File: src/rtl/hise_pkg.sv
package hise_pkg;

	// register map, byte addresses on the internal dword register port
	localparam int          ADDR_W          = 10;
	localparam logic [9:0]  OFF_STATUS      = 10'h058;
	localparam logic [9:0]  OFF_ENABLE      = 10'h05C;

	// status and enable bit positions
	localparam int          BIT_SOFT_IRQ    = 31;
	localparam int          BIT_RX_ERROR    = 14;
	localparam int          BIT_TX_ERROR    = 13;
	localparam int          BIT_PIN_EVENT   = 12;
	localparam int          BIT_TX_OVERRUN  = 10;
	localparam int          BIT_TX_SPACE    = 9;
	localparam int          BIT_TXS_FULL    = 8;
	localparam int          BIT_TXS_LEVEL   = 7;
	localparam int          BIT_RX_DROPPED  = 6;
	localparam int          BIT_RXS_FULL    = 4;
	localparam int          BIT_RXS_LEVEL   = 3;

	// writable enable bits: all but reserved 28:27, 22, 18, 11, 5, 2:0
	localparam logic [31:0] ENABLE_WR_MASK  = 32'hE7BBF7D8;
	// status bits held in this block and cleared by writing one
	localparam logic [31:0] STATUS_W1C_MASK = 32'h800067D8;

	// values after reset
	localparam logic [31:0] ENABLE_RESET    = 32'h00000000;
	localparam logic [31:0] STATUS_RESET    = 32'h00000000;
	localparam logic [31:0] RDATA_RESET     = 32'h00000000;

	// default width of fifo levels and thresholds
	localparam int          LEVEL_W_DEFAULT = 16;

endpackage : hise_pkg

File: src/rtl/hise_irq_ctrl.sv
`timescale 1ns/1ns
`default_nettype none

// Functional notes
// RULE1 - receiver error event sets status bit 14; software writes one to clear
// RULE2 - transmitter error event sets status bit 13; software writes one to clear
// RULE3 - bit 12 is read-only live pin event summary; writes do nothing
// RULE4 - write to full tx data fifo sets overrun bit 10
// RULE5 - tx data free space above threshold sets bit 9
// RULE6 - tx status fifo becoming full sets bit 8
// RULE7 - tx status occupancy reaching threshold sets bit 7
// RULE8 - each dropped received frame sets bit 6
// RULE9 - status write into full rx status fifo sets bit 4
// RULE10 - rx status occupancy reaching threshold sets bit 3
// RULE11 - enable register at 05Ch, 32 bits, set bit lets source drive irq
// RULE12 - status bits record sources regardless of enables, except software bit
// RULE13 - enable bits mirror status positions; reserved positions read-only zero
// RULE14 - enable bits are read/write and reset to zero
// RULE15 - software bit 31 sets when its enable goes high; write one clears
// RULE16 - write-one-to-clear bits stay set until a one is written
// RULE17 - irq high while any status bit and its enable are both set
module hise_irq_ctrl
	import hise_pkg::*;
#(
	parameter int LEVEL_W = LEVEL_W_DEFAULT
) (
	input  wire logic               clk_sys,
	input  wire logic               rst_n,
	input  wire logic [ADDR_W-1:0]  regAddr,
	input  wire logic               regWrite,
	input  wire logic [31:0]        regWdata,
	input  wire logic               regRead,
	output logic      [31:0]        regRdata,
	input  wire logic               receiverErrorEvt,
	input  wire logic               transmitterErrorEvt,
	input  wire logic               pinEventPending,
	input  wire logic               txDataWrite,
	input  wire logic               txDataFull,
	input  wire logic [LEVEL_W-1:0] txDataFree,
	input  wire logic [LEVEL_W-1:0] txDataSpaceLevel,
	input  wire logic               txStatusFull,
	input  wire logic [LEVEL_W-1:0] txStatusCount,
	input  wire logic [LEVEL_W-1:0] txStatusLevel,
	input  wire logic               rxFrameDropped,
	input  wire logic               rxStatusWrite,
	input  wire logic               rxStatusFull,
	input  wire logic [LEVEL_W-1:0] rxStatusCount,
	input  wire logic [LEVEL_W-1:0] rxStatusLevel,
	output logic                    irq
);

	initial begin
		if (LEVEL_W < 1 || LEVEL_W > 16) begin
			$error("LEVEL_W must be 1 to 16");
		end
	end

	function automatic logic atOrAbove(input logic [LEVEL_W-1:0] count, input logic [LEVEL_W-1:0] level);
		atOrAbove = (count >= level);
	endfunction

	logic [31:0] enable_reg;
	logic [31:0] enable_next;
	logic [31:0] status_reg;
	logic [31:0] status_next;
	logic [31:0] rdata_reg;
	logic [31:0] rdata_next;
	logic        irq_reg;
	logic        irq_next;

	logic        txSpaceRise;
	logic        txsFullRise;
	logic        txsLevelRise;
	logic        rxsLevelRise;
	logic        softRise;
	logic [31:0] setVec;
	logic [31:0] statusView;
	logic        wrStatus;
	logic        wrEnable;

	assign wrStatus = regWrite && (regAddr == OFF_STATUS);
	assign wrEnable = regWrite && (regAddr == OFF_ENABLE);

	// threshold and full conditions count once at their onset
	hise_rise_detect u_txSpace (
		.clk_sys   (clk_sys),
		.rst_n     (rst_n),
		.condIn    (txDataFree > txDataSpaceLevel), // RULE5
		.risePulse (txSpaceRise)
	);

	hise_rise_detect u_txsFull (
		.clk_sys   (clk_sys),
		.rst_n     (rst_n),
		.condIn    (txStatusFull), // RULE6
		.risePulse (txsFullRise)
	);

	hise_rise_detect u_txsLevel (
		.clk_sys   (clk_sys),
		.rst_n     (rst_n),
		.condIn    (atOrAbove(txStatusCount, txStatusLevel)), // RULE7
		.risePulse (txsLevelRise)
	);

	hise_rise_detect u_rxsLevel (
		.clk_sys   (clk_sys),
		.rst_n     (rst_n),
		.condIn    (atOrAbove(rxStatusCount, rxStatusLevel)), // RULE10
		.risePulse (rxsLevelRise)
	);

	// software bit follows the enable going high
	hise_rise_detect u_soft (
		.clk_sys   (clk_sys),
		.rst_n     (rst_n),
		.condIn    (enable_reg[BIT_SOFT_IRQ]), // RULE15
		.risePulse (softRise)
	);

	// set sources, independent of the enables except the software bit, which follows its enable
	always_comb begin
		setVec                 = 32'h00000000;
		setVec[BIT_RX_ERROR]   = receiverErrorEvt; // RULE1 RULE12
		setVec[BIT_TX_ERROR]   = transmitterErrorEvt; // RULE2
		setVec[BIT_TX_OVERRUN] = txDataWrite & txDataFull; // RULE4
		setVec[BIT_TX_SPACE]   = txSpaceRise; // RULE5
		setVec[BIT_TXS_FULL]   = txsFullRise; // RULE6
		setVec[BIT_TXS_LEVEL]  = txsLevelRise; // RULE7
		setVec[BIT_RX_DROPPED] = rxFrameDropped; // RULE8
		setVec[BIT_RXS_FULL]   = rxStatusWrite & rxStatusFull; // RULE9
		setVec[BIT_RXS_LEVEL]  = rxsLevelRise; // RULE10
		setVec[BIT_SOFT_IRQ]   = softRise; // RULE15
	end

	// status: write one clears, zero leaves, a set in the same cycle wins
	always_comb begin
		status_next = status_reg;
		if (wrStatus) begin
			status_next = status_next & ~(regWdata & STATUS_W1C_MASK); // RULE16 RULE1 RULE2
		end
		status_next = (status_next | setVec) & STATUS_W1C_MASK;
	end

	// live view adds the read-only pin event summary
	always_comb begin
		statusView                = status_reg;
		statusView[BIT_PIN_EVENT] = pinEventPending; // RULE3
	end

	// enables: reserved positions never store a one
	always_comb begin
		enable_next = enable_reg;
		if (wrEnable) begin
			enable_next = regWdata & ENABLE_WR_MASK; // RULE11 RULE13
		end
	end

	// registered read data; unmapped addresses read zero
	always_comb begin
		rdata_next = rdata_reg;
		if (regRead) begin
			case (regAddr)
				OFF_STATUS: begin
					rdata_next = statusView;
				end
				OFF_ENABLE: begin
					rdata_next = enable_reg;
				end
				default: begin
					rdata_next = 32'h00000000;
				end
			endcase
		end
	end

	always_comb begin
		irq_next = |(statusView & enable_reg); // RULE17 RULE11
	end

	always_ff @(posedge clk_sys or negedge rst_n) begin
		if (!rst_n) begin
			enable_reg <= ENABLE_RESET; // RULE14
			status_reg <= STATUS_RESET;
			rdata_reg  <= RDATA_RESET;
			irq_reg    <= 1'b0;
		end else begin
			enable_reg <= enable_next;
			status_reg <= status_next;
			rdata_reg  <= rdata_next;
			irq_reg    <= irq_next;
		end
	end

	assign regRdata = rdata_reg;
	assign irq      = irq_reg;

endmodule // hise_irq_ctrl

`default_nettype wire

File: src/rtl/hise_rise_detect.sv
`timescale 1ns/1ns
`default_nettype none

module hise_rise_detect (
	input  wire logic clk_sys,
	input  wire logic rst_n,
	input  wire logic condIn,
	output logic      risePulse
);

	logic condLast_reg;
	logic condLast_next;

	// remembers the condition so only its onset counts as an event
	always_comb begin
		condLast_next = condIn;
	end

	always_ff @(posedge clk_sys or negedge rst_n) begin
		if (!rst_n) begin
			condLast_reg <= 1'b0;
		end else begin
			condLast_reg <= condLast_next;
		end
	end

	assign risePulse = condIn & ~condLast_reg;

endmodule // hise_rise_detect

`default_nettype wire

File: config.mk
export PLATFORM = sky130hd
export DESIGN_NAME = hise_irq_ctrl
export DESIGN_NICKNAME = d
export VERILOG_FILES = /design/src/rtl/hise_pkg.sv /design/src/rtl/hise_irq_ctrl.sv /design/src/rtl/hise_rise_detect.sv
export SDC_FILE = /design/constraint.sdc
export NUM_CORES = 1
export LEC_CHECK = 0
export BUFFER_PORTS_ARGS = -buffer_cell sky130_fd_sc_hd__buf_2
export CAP_MARGIN = 40
export CORE_UTILIZATION = 39
export DETAILED_ROUTE_END_ITERATION = 6
export GPL_ROUTABILITY_DRIVEN = 0
export PLACE_DENSITY = 0.72
export RECOVER_POWER = 50
export SLEW_MARGIN = 20
export SYNTH_ARGS = -nofsm -noshare
export SYNTH_HDL_FRONTEND = slang
export SYNTH_SLANG_ARGS = --single-unit
File: constraint.sdc
create_clock -name clk_sys -period 1.36 [get_ports clk_sys]
set_clock_uncertainty 0.2 [all_clocks]
set_input_delay 0.136 -clock clk_sys [delete_from_list [all_inputs] [get_ports clk_sys]]
set_output_delay 0.136 -clock clk_sys [all_outputs]
set_load 0.005 [all_outputs]
After elaboration in Yosys (flattened, before gate mapping). Cells that the tools add are included.

Register bits: 71.

$lt $le $gt $ge: 3. Equality and inequality tests: 2. Mux-type cells: 2. Bitwise operators: 16. Reduce and logical (&&, ||, !) cells: 3.

Operators with widths (count): $and A32 B32 Y32 (2); $pmux W32 S2 (1); $ge A16 B16 Y1 (2); $mux W32 (1); $not A32 Y32 (1); $or A32 B32 Y32 (1); $reduce_or A32 Y1 (1); $eq A10 B7 Y1 const B (2); $gt A16 B16 Y1 (1); $and A1 B1 Y1 (7); $not A1 Y1 (5); $logic_and A1 B1 Y1 (2).

Logic depth before layout (Yosys ltp). Gate-level depths: netlist (run 1).

Depth after elaboration: 4. Gate-level depth with buffers: 7.

Modules after synthesis. A second synthesis (run 1) with hierarchy kept.

Cell total of the unflattened synthesis: 343. Area total of the unflattened synthesis: 3814.9 µm².

By module, submodules not included: hise_irq_ctrl (times used 1, cells each 333, area each 3621.0 µm², seq. area each 1426.4 µm²); hise_rise_detect (times used 5, cells each 2, area each 38.8 µm², seq. area each 25.0 µm²).

Least setup slack after synthesis (run 1). No wires, ideal clock.

Kind: input-to-reg. Start point: in regAddr[1]. End point: reg enable_reg[10]. Arrival time: 1.632 ns. Slack: -0.597 ns. Cell stages on the path: 5. Path buffers: 1. Cell sequence: or4b_4 nor4_4 nand2_2 buf_6 mux2_4.

Longest elaborated chain between the ends: 2.

RTL lines: start, declared (RTL line hise_irq_ctrl.sv:29) `input wire logic [ADDR_W-1:0] regAddr,`; $eq A10 B7 Y1 (RTL line hise_irq_ctrl.sv:82) `assign wrEnable = regWrite && (regAddr == OFF_ENABLE);`; $logic_and A1 B1 Y1 (RTL line hise_irq_ctrl.sv:82); end signal, assigned (RTL line hise_irq_ctrl.sv:188) `enable_reg <= enable_next;`; end, declared (RTL line hise_irq_ctrl.sv:62) `logic [31:0] enable_reg;`.

Every way passes these cells. A chain may end at the register's enable or synchronous reset.

Worst setup path after layout (run 1).
Start point: in regAddr[1]. End point: reg rdata_reg[14], in the netlist regRdata[14].

Longest elaborated chain between the ends: 2. Elaborated cells on any way between the ends: 3.

RTL lines: $eq A10 B7 Y1 (RTL line hise_irq_ctrl.sv:163) `case (regAddr)`; $pmux W32 S2 * (RTL line hise_irq_ctrl.sv:163); end signal, assigned (RTL line hise_irq_ctrl.sv:190) `rdata_reg <= rdata_next;`; end, declared (RTL line hise_irq_ctrl.sv:66) `logic [31:0] rdata_reg;`.

Every way passes the cells marked *; elsewhere a longest branch is shown, timed or not.

==> results of run 1 <==
[cell families (layout without fill, tap and decap cells)]
group / count (synthesis) / count (layout)
multiplexers: 23 / 23
other: 1 / 9
AO/OA/AOI/OAI: 87 / 87
AND/OR/NAND/NOR: 77 / 77
buffers and inverters: 85 / 314
adder cells (fa/ha/maj): 48 / 48
flip-flops: 62 / 62
[through the flow]
step	cell area (um2)	worst slack [ns]
3_5_place_dp	5230	-0.626
3_3_place_gp	5230	-0.626
4_1_cts	5900	-0.187
2_1_floorplan	4130	-0.545
5_1_grt	6070	-0.285
6_report	6070	-0.197
[critical path: cells and delay by family]
family,cells,cell delay [ns]
buffers and inverters,3,0.47
and+or+nand+nor,2,0.75
AOI/OAI and AO/OA,2,0.26
[layer usage]
metal / vias to the layer above / track usage / part of all wire
li1: 1766 / - / -
met1: 1657 / 0.241 / 0.43
met5: - / 0 / 0
met3: 8 / 0.0499 / 0.054
met4: 0 / 0.0546 / 0.0090
met2: 140 / 0.389 / 0.51
[final cells by class]
class                   count  area [um2]  area share
inverters                  66         313      0.0515
multi-input cells         244        2250       0.371
repair buffers            232        1570       0.258
clock inverters             6        85.1      0.0140
flip-flops and latches     62        1550       0.256
well taps                 129         161      0.0266
clock buffers              10         138      0.0227
[cells in the mapped netlist (all sizes together)]
master / n / area, um2
or3b: 1 / 8.76
nand2b: 3 / 18.8
ha: 48 / 601
a221oi: 1 / 8.76
inv: 66 / 248
a21o: 7 / 52.6
o31a: 1 / 8.76
a2bb2oi: 1 / 8.76
buf: 14 / 103
nand2: 24 / 92.6
a21oi: 31 / 155
nor2: 14 / 52.6
nand4: 7 / 43.8
a22oi: 13 / 97.6
a221o: 2 / 20.0
or4: 1 / 7.51
and4: 1 / 8.76
and3: 1 / 6.26
o21a: 1 / 7.51
conb: 1 / 3.75
o211ai: 1 / 7.51
nand3: 16 / 80.1
mux2: 23 / 334
or4b: 1 / 13.8
a21boi: 1 / 7.51
a222oi: 1 / 10.0
and2: 2 / 12.5
dfrtp: 62 / 1550
o21ai: 20 / 100
nor2b: 2 / 12.5
clkbuf: 5 / 18.8
nor4: 4 / 46.3
a211o: 1 / 8.76
a22o: 6 / 52.6
[power groups by stage]
| stage | registers [W] | clock network [W] | logic [W] |
|---|---|---|---|
| 2_1_floorplan | 0.00195 | 0 | 0.000394 |
| 3_3_place_gp | 0.00195 | 0 | 0.000791 |
| 3_5_place_dp | 0.00195 | 0 | 0.000827 |
| 4_1_cts | 0.00192 | 0.00185 | 0.000919 |
| 5_1_grt | 0.00192 | 0.00195 | 0.00110 |
| 6_report | 0.00192 | 0.00181 | 0.000984 |
[timing repair]
action	CTS	global route
setup buffers	1	5
gates resized for setup	25	28
endpoints found under the setup margin	59	60
gates cloned	2	0
hold buffers	33	0
pin swaps	12	23
endpoints found under the hold margin	97	0
[final timing paths]
path                                  to  cells after the start  slack [ns]
setup / recovery            regRdata[14]                      7       -0.20
hold / removal               regRdata[6]                      3        0.04
setup reg to reg                     irq                      4       -0.06
hold reg to reg            status_reg[8]                      1        0.25
max in group asynchronous  status_reg[4]                      3        0.16
min in group asynchronous   regRdata[26]                      3        0.29
[cell usage in the layout (no fill, tap or decap), types with 11 or more instances in the layout]
cell type and n:
sky130_fd_sc_hd__a21oi_1 29, sky130_fd_sc_hd__ha_4 21, sky130_fd_sc_hd__buf_6 11, sky130_fd_sc_hd__o21ai_0 13, sky130_fd_sc_hd__inv_1 49, sky130_fd_sc_hd__nor2_1 14, sky130_fd_sc_hd__dlygate4sd3_1 33, sky130_fd_sc_hd__mux2_4 20
sky130_fd_sc_hd__nand2_1 22, sky130_fd_sc_hd__dfrtp_1 62, sky130_fd_sc_hd__buf_4 32, sky130_fd_sc_hd__buf_2 149, sky130_fd_sc_hd__nand3_1 11, sky130_fd_sc_hd__a22oi_1 13, sky130_fd_sc_hd__ha_1 27
==> impl_metrics.py, run 1 <==
metrics = {
    "detailed_routing": {
        "avgRoutedWirePerCell_um": 13.8,
        "vias_per_cell": 4.77,
        "drtAntennaViolNets": 0,
        "routed_via_count": 3571,
        "routed_wirelength_um": 10400,
        "first_pass_iters": 4,
        "drc": 0,
        "detail_route.iter0.violations": 171,
    },
    "critical_path": {
        "cpPeakStageDelay_ns": 0.57,
        "worst_path_cell_trace": "buf_6, or4b_4, nor4_4, buf_4, buf_8, a22oi_1, a21oi_1",
        "crit_required_ns": 1.42,
        "path_class": "primary input to register",
        "crit_path_start_kind": "primary input",
        "timing.critical_path.fanout_max": 12,
        "cp-startpoint": "regAddr[1]",
        "critical_path_arrival_ns": 1.62,
        "end_kind": "register",
        "r2r_start": "enable_reg[10]",
        "critical_path.slowest_cell": "sky130_fd_sc_hd__or4b_4",
    },
    "clock_network": {
        "max-clock-path-buffers": 2,
        "numClockSinks": 62,
        "clock_pin_slew_reported_for_the_worst_setup_and_hold_paths_after_clock_tree_synthesis_ns": 0.07,
        "cts_htree_levels": 3,
        "num_cts_buffers": 9,
        "clock-root-buffer": "sky130_fd_sc_hd__clkbuf_8",
        "clk-insertion-delay-late_ns": 0.35,
        "cts_tree": "yes",
    },
    "floorplan": {
        "initial_utilization": 0.406,
        "floorplan.core_area_um2": 9370,
        "die_height_um": 101,
        "io_pins": 184,
        "floorplan_die_area_um2": 10200,
        "fp-row-count": 35,
        "die_width_um": 101,
    },
    "timing": {
        "rsz0062_at_grt": "yes",
        "hold_viol_final": 0,
        "slew_headroom": 0.487,
        "timing_max_transition_violations_final": 0,
        "setup_slack_after_layout_ns": -0.197,
        "final.hold.worst_slack_ns": 0.0437,
        "fmax_ghz": 0.642,
        "fin_crit_sh": 1.14,
        "count_of_final_setup_violators": 59,
        "totalNegativeSetupSlack_ns": -8.71,
        "finalCriticalPeriod_ns": 1.56,
        "worst-slew-pin-transition_ns": 0.770,
    },
    "synth": {
        "yosysSeqAreaShare": 0.407,
        "syn-cell-area_um2": 3810,
        "synth.ff_latch_count": 62,
        "avgSynthCellArea_um2": 9.94,
        "simple_gate_area_share_of_the_yosys_netlist": 0.106,
        "post_synth_xor_area_fraction": 0,
        "number_of_instances_in_the_synthesized_netlist": 383,
        "synth_top_family_by_area": "adder cells",
        "post_synth_fa_ha_maj_area_fraction": 0.158,
        "synth_warnings": 0,
        "netlist-cell-type-count": 41,
        "synth_mux_area_frac": 0.0877,
        "synth_compound_area_frac": 0.143,
    },
    "run_status": {
        "status": "finished, violations left",
        "failed_checks": "negative setup slack",
    },
    "finish": {
        "final_util": 0.648,
        "antenna-diode-count": 0,
        "final-instance-count-excl-fill": 749,
        "drive_gt1_frac": 0.474,
        "fin_nets": 814,
        "final.fill_count": 774,
        "area_growth_pct": 59.3,
    },
    "pwr": {
        "power.density_nw_per_um2": 776,
        "total_power_of_the_final_layout_w": 0.00471,
        "seq_power_share": 0.407,
        "share_comb_of_total_power": 0.209,
        "static-leakage-power_nw": 3.13,
        "power.switching_fraction": 0.252,
        "ir_worst_vdd_v": 0.000464,
        "clock_power_share": 0.384,
        "power_switching_w": 0.00119,
        "cellInternalPower_w": 0.00352,
    },
    "min_path": {
        "worst_hold_startpoint": "regRead",
        "hold_class": "primary input to register",
    },
    "global_route": {
        "global_route.overflow_total": 0,
        "grt_antenna_before_repair": 0,
        "grt_util_all_layers": 0.210,
        "maximum_number_of_pins_on_one_net_before_global_route_repair": 63,
        "via_count_of_the_first_global_routing_pass": 3677,
        "global_route_wire_length_before_repair_um": 16400,
    },
    "placed_design": {
        "io_buffer_count": 165,
        "dpl.cell_count": 692,
        "place.detailed.hpwl_um": 7310,
    },
    "run": {
        "maxCapViolCount": 0,
    },
}
(Power assumes the default switching activity.)
==> run 2, diff against run 1 <==
--- a/config.mk
+++ b/config.mk
@@ -10,9 +10,10 @@
 export CORE_UTILIZATION = 39
 export DETAILED_ROUTE_END_ITERATION = 6
 export GPL_ROUTABILITY_DRIVEN = 0
-export PLACE_DENSITY = 0.72
+export PLACE_DENSITY = 0.69
 export RECOVER_POWER = 50
 export SLEW_MARGIN = 20
 export SYNTH_ARGS = -nofsm -noshare
 export SYNTH_HDL_FRONTEND = slang
 export SYNTH_SLANG_ARGS = --single-unit
+export TNS_END_PERCENT = 10
==> constraint.sdc (replaced) <==
create_clock -name clk_sys -period 1.85 [get_ports clk_sys]
set_clock_uncertainty 0.2 [all_clocks]
set_input_delay 0.185 -clock clk_sys [delete_from_list [all_inputs] [get_ports clk_sys]]
set_output_delay 0.185 -clock clk_sys [all_outputs]
set_load 0.005 [all_outputs]
==> impl_metrics.py, run 2 (synthesized netlist as in run 1, its figures left out) <==
metrics = {
    "run_status": {
        "status": "completed",
    },
    "pwr": {
        "ir_worst_vdd_v": 0.000299,
        "power.density_nw_per_um2": 602,
        "static-leakage-power_nw": 2.95,
        "power.switching_fraction": 0.245,
        "power_switching_w": 0.000792,
        "seq_power_share": 0.437,
        "cellInternalPower_w": 0.00244,
        "share_comb_of_total_power": 0.174,
        "clock_power_share": 0.389,
    },
    "finish": {
        "area_growth_pct": 40.9,
        "final_common_cell": "sky130_fd_sc_hd__buf_2",
        "antenna-diode-count": 0,
        "design_area_um2": 5370,
        "drive_gt1_frac": 0.363,
        "mostFrequentLayoutCells": "158 x sky130_fd_sc_hd__buf_2, 66 x sky130_fd_sc_hd__inv_1, 62 x sky130_fd_sc_hd__dfrtp_1",
        "final-instance-count-excl-fill": 730,
        "fin_nets": 795,
    },
    "placed_design": {
        "io_buffer_count": 165,
        "postPlaceCellArea_um2": 4840,
        "place.detailed.hpwl_um": 6930,
        "dpl.cell_count": 681,
    },
    "clock_network": {
        "cts_tree": "yes",
        "clk-insertion-delay-late_ns": 0.33,
        "clock-root-buffer": "sky130_fd_sc_hd__clkbuf_8",
        "clock_pin_slew_reported_for_the_worst_setup_and_hold_paths_after_clock_tree_synthesis_ns": 0.07,
        "post_cts_resized": 0,
        "cts_htree_levels": 3,
        "postCtsSetupBuffers": 0,
        "num_cts_buffers": 9,
        "numClockSinks": 62,
        "max-clock-path-buffers": 2,
    },
    "critical_path": {
        "end_kind": "register",
        "worst_path_cell_trace": "buf_2, ha_1, a21o_1, a221o_1, a21o_1, a211o_1, a22o_1",
        "top_delay_family_on_crit_path": "compound AO/OA/AOI/OAI gates",
        "critical_path_arrival_ns": 1.71,
        "cpPeakStageDelay_ns": 0.32,
        "worst-r2r-cell-count": 4,
        "cp.buffers_inverters": 1,
        "critical_path.slowest_cell": "sky130_fd_sc_hd__a221o_1",
        "critPathMostFrequentCell": "sky130_fd_sc_hd__a21o_1",
        "timing.critical_path.fanout_max": 2,
        "critical_path_cell_count": 7,
        "crit_path_start_kind": "primary input",
        "path_class": "primary input to register",
        "crit_required_ns": 1.88,
    },
    "floorplan": {
        "io_pins": 184,
        "die_width_um": 101,
        "floorplan_die_area_um2": 10200,
        "fp-row-count": 35,
        "die_height_um": 101,
        "floorplan.core_area_um2": 9370,
        "initial_utilization": 0.406,
    },
    "timing": {
        "finalCriticalPeriod_ns": 1.68,
        "fmax_ghz": 0.595,
        "count_of_final_setup_violators": 0,
        "final.hold.worst_slack_ns": 0.0680,
        "slew_headroom": 0.442,
        "worst-slew-pin-transition_ns": 0.837,
        "timing_max_transition_violations_final": 0,
        "hold_viol_final": 0,
        "fin_crit_sh": 0.909,
        "totalNegativeSetupSlack_ns": 0,
        "rsz0062_at_grt": "no",
    },
    "detailed_routing": {
        "drtAntennaViolNets": 0,
        "vias_per_cell": 4.70,
        "first_pass_iters": 4,
        "routed_wirelength_um": 8920,
        "routed_via_count": 3434,
        "drc": 0,
        "detail_route.iter0.violations": 53,
        "avgRoutedWirePerCell_um": 12.2,
    },
    "run": {
        "maxCapViolCount": 0,
    },
    "global_route": {
        "grt_util_all_layers": 0.187,
        "maximum_number_of_pins_on_one_net_before_global_route_repair": 63,
        "grt_antenna_before_repair": 0,
        "via_count_of_the_first_global_routing_pass": 3512,
        "global_route_wire_length_before_repair_um": 15000,
        "global_route.overflow_total": 0,
    },
    "min_path": {
        "hold_class": "primary input to register",
        "min_delay_path_depth": 4,
    },
}
-- run 2: cell count changes in the layout (fill, tap and decap cells not counted), moves of 4 or more --
cell                       delta
sky130_fd_sc_hd__nand3_2      -5
sky130_fd_sc_hd__o21ai_0      +7
sky130_fd_sc_hd__clkbuf_1     +7
sky130_fd_sc_hd__nand3_1      +5
sky130_fd_sc_hd__buf_4       -18
sky130_fd_sc_hd__buf_6       -11
sky130_fd_sc_hd__o21ai_1      -7
sky130_fd_sc_hd__inv_1       +17
sky130_fd_sc_hd__buf_2        +9
sky130_fd_sc_hd__inv_4        -7
sky130_fd_sc_hd__inv_2        -4
sky130_fd_sc_hd__buf_8        -4
sky130_fd_sc_hd__ha_4        -21
sky130_fd_sc_hd__ha_1        +21
-- run 2: through the flow --
stage                      util  total power, W  setup slack (ns)
after detailed placement  0.516         0.00196            -0.182
after CTS                 0.575         0.00329             0.180
after floorplan               -         0.00168            -0.104
after global routing      0.573         0.00343            0.0315
after global placement    0.516         0.00193            -0.145
final                     0.573         0.00323             0.169
-- run 2: timing repair --
item | 4_1_cts | 5_1_grt
endpoints found under the hold margin | 97 | 0
hold buffers | 33 | 0
setup endpoints to repair | 0 | 0
-- run 2: cell type report --
class                           count  area [um2]
Tap cell                          129         161
Clock inverter                      4        53.8
Sequential cell                    62        1550
Clock buffer                       12         165
Fill cell                         873        4010
Inverter                           66         248
Timing Repair Buffer              213        1260
Multi-Input combinational cell    244        1930
-- run 2: final timing paths --
path,slack (ns),end,from
worst max-delay path,0.17,status_reg[7],txStatusCount[9]
worst min-delay path,0.07,u_txSpace.condLast_reg,txDataSpaceLevel[0]
worst max register to register,0.43,irq,status_reg[10]
worst min register to register,0.22,status_reg[8],u_txsFull.condLast_reg
max in group asynchronous,0.50,regRdata[21],rst_n
min in group asynchronous,0.40,regRdata[19],rst_n
-- run 2: worst reg2reg max path, stage by stage (launching register included) --
cell                       delay (ns)
sky130_fd_sc_hd__dfrtp_1         0.40
sky130_fd_sc_hd__a22o_1          0.25
sky130_fd_sc_hd__a221oi_1        0.20
sky130_fd_sc_hd__and3_1          0.20
sky130_fd_sc_hd__nand2_1         0.05
-- run 2: layer usage --
metal | vias up | GRT usage | part of all wire | wire length [um]
met4 | 0 | 0.0524 | 0.0097 | 87
met1 | 1592 | 0.202 | 0.41 | 3640
li1 | 1730 | - | - | -
met2 | 105 | 0.365 | 0.53 | 4760
met5 | - | 0 | 0 | 0
met3 | 7 | 0.0381 | 0.049 | 441
-- run 2: power by group through the flow --
stage	Sequential, W	Combinational, W	Clock, W
after floorplan	0.00143	0.000248	0
after global placement	0.00143	0.000496	0
after detailed placement	0.00144	0.000521	0
after CTS	0.00141	0.000578	0.00130
after global routing	0.00141	0.000650	0.00137
final	0.00141	0.000562	0.00126
==> run 3, diff against run 2 <==
==> constraint.sdc (replaced) <==
create_clock -name clk_sys -period 1.85 [get_ports clk_sys]
set_clock_uncertainty 0.2 [all_clocks]
set_input_delay 0.185 -clock clk_sys [delete_from_list [all_inputs] [get_ports clk_sys]]
set_output_delay 0.185 -clock clk_sys [all_outputs]
set_load 0.05 [all_outputs]
==> impl_metrics.py, run 3 (synthesized netlist as in run 1, its figures left out) <==
metrics = {
    "run_status": {
        "status": "completed",
    },
    "placed_design": {
        "io_buffer_count": 165,
        "postPlaceCellArea_um2": 4840,
        "place.detailed.hpwl_um": 6930,
    },
    "clock_network": {
        "max-clock-path-buffers": 2,
        "clock-root-buffer": "sky130_fd_sc_hd__clkbuf_8",
        "cts_hold_repair.buffers": 33,
        "num_cts_buffers": 9,
        "numClockSinks": 62,
        "cts_tree": "yes",
        "clock_pin_slew_reported_for_the_worst_setup_and_hold_paths_after_clock_tree_synthesis_ns": 0.07,
        "clk-insertion-delay-late_ns": 0.33,
        "post_cts_resized": 0,
        "cts_htree_levels": 3,
        "postCtsSetupBuffers": 0,
    },
    "pwr": {
        "ir_worst_vdd_v": 0.000300,
        "static-leakage-power_nw": 2.93,
        "power.density_nw_per_um2": 621,
    },
    "finish": {
        "final-seq-area_um2": 1550,
        "final_common_cell": "sky130_fd_sc_hd__buf_2",
        "antenna-diode-count": 0,
        "footprint_of_the_multi_input_gates_um2": 1930,
        "mostFrequentLayoutCells": "155 x sky130_fd_sc_hd__buf_2, 66 x sky130_fd_sc_hd__inv_1, 62 x sky130_fd_sc_hd__dfrtp_1",
        "design_area_um2": 5360,
        "fin_nets": 795,
        "area_growth_pct": 40.8,
        "final.fill_count": 874,
        "drive_gt1_frac": 0.358,
    },
    "detailed_routing": {
        "drc": 0,
        "routed_wirelength_um": 8930,
        "routed_via_count": 3434,
        "avgRoutedWirePerCell_um": 12.2,
        "drtAntennaViolNets": 0,
        "first_pass_iters": 5,
        "vias_per_cell": 4.70,
        "detail_route.iter0.violations": 53,
    },
    "floorplan": {
        "die_height_um": 101,
        "io_pins": 184,
        "die_width_um": 101,
        "floorplan_die_area_um2": 10200,
        "fp-row-count": 35,
        "initial_utilization": 0.406,
        "floorplan.core_area_um2": 9370,
    },
    "global_route": {
        "global_route_wire_length_before_repair_um": 15000,
        "grt_antenna_before_repair": 0,
        "global_route.overflow_total": 0,
        "maximum_number_of_pins_on_one_net_before_global_route_repair": 63,
        "via_count_of_the_first_global_routing_pass": 3512,
        "grt_util_all_layers": 0.187,
    },
    "timing": {
        "count_of_final_setup_violators": 0,
        "fin_crit_sh": 0.909,
        "rsz0062_at_grt": "no",
        "hold_viol_final": 0,
        "totalNegativeSetupSlack_ns": 0,
        "slew_headroom": 0.442,
        "fmax_ghz": 0.595,
        "worst-slew-pin-transition_ns": 0.837,
        "timing_max_transition_violations_final": 0,
        "finalCriticalPeriod_ns": 1.68,
    },
    "critical_path": {
        "crit_path_start_kind": "primary input",
        "end_kind": "register",
        "crit_required_ns": 1.88,
        "path_class": "primary input to register",
        "timing.critical_path.fanout_max": 2,
        "critical_path_arrival_ns": 1.71,
    },
    "min_path": {
        "hold_class": "primary input to register",
    },
    "run": {
        "maxCapViolCount": 0,
    },
}
run 3: changes by cell type in the layout (fill, tap and decap cells not counted), sizes merged:
| cell | delta |
|---|---|
| buf | -3 |
| clkbuf | +3 |
run 3: critical path, cell delays in order:
cell and delay, ns:
sky130_fd_sc_hd__buf_2 0.10, sky130_fd_sc_hd__ha_1 0.30, sky130_fd_sc_hd__a21o_1 0.16, sky130_fd_sc_hd__a221o_1 0.32
sky130_fd_sc_hd__a21o_1 0.18, sky130_fd_sc_hd__a211o_1 0.23, sky130_fd_sc_hd__a22o_1 0.23
run 3: final timing paths:
kind | cells past startpoint | slack, ns | from | end
max in group asynchronous | 3 | 0.50 | rst_n | regRdata[21]
min in group asynchronous | 3 | 0.40 | rst_n | regRdata[19]
worst min-delay path | 4 | 0.07 | txDataSpaceLevel[0] | u_txSpace.condLast_reg
worst max register to register | 4 | 0.43 | status_reg[10] | irq
worst min register to register | 1 | 0.22 | u_txsFull.condLast_reg | status_reg[8]
worst max-delay path | 7 | 0.17 | txStatusCount[9] | status_reg[7]
run 3: power by group:
part           leakage (nW)  switching, W  total [W]  internal, W
sequential            0.789     0.0000180    0.00141      0.00139
clock                 0.105      0.000522    0.00126     0.000734
combinational          2.04      0.000356   0.000667     0.000310
run 3: routing by layer:
metal  GRT usage  up-vias  routed length [um]
li1            -     1730                   -
met1       0.202     1592                3640
met2       0.365      105                4760
met3      0.0381        7                 443
met4      0.0524        0                  87
met5           0        -                   0
run 3: through the flow:
step	total power, W	util	std cells	setup WS, ns	hold WS, ns
after detailed placement	0.00206	0.516	681	-0.182	0.0257
final	0.00333	0.572	730	0.169	0.0680
after CTS	0.00339	0.575	730	0.180	0.0543
after floorplan	0.00179	-	391	-0.104	-0.311
after global routing	0.00354	0.572	730	0.0315	0.0800
after global placement	0.00203	0.516	681	-0.145	0.0202
run 3: cell type report:
cell class / instances / share of cell area
Multi-Input combinational cell: 244 / 0.359
Sequential cell: 62 / 0.289
Timing Repair Buffer: 213 / 0.234
Inverter: 66 / 0.0462
Clock buffer: 12 / 0.0308
Tap cell: 129 / 0.0301
Clock inverter: 4 / 0.0100
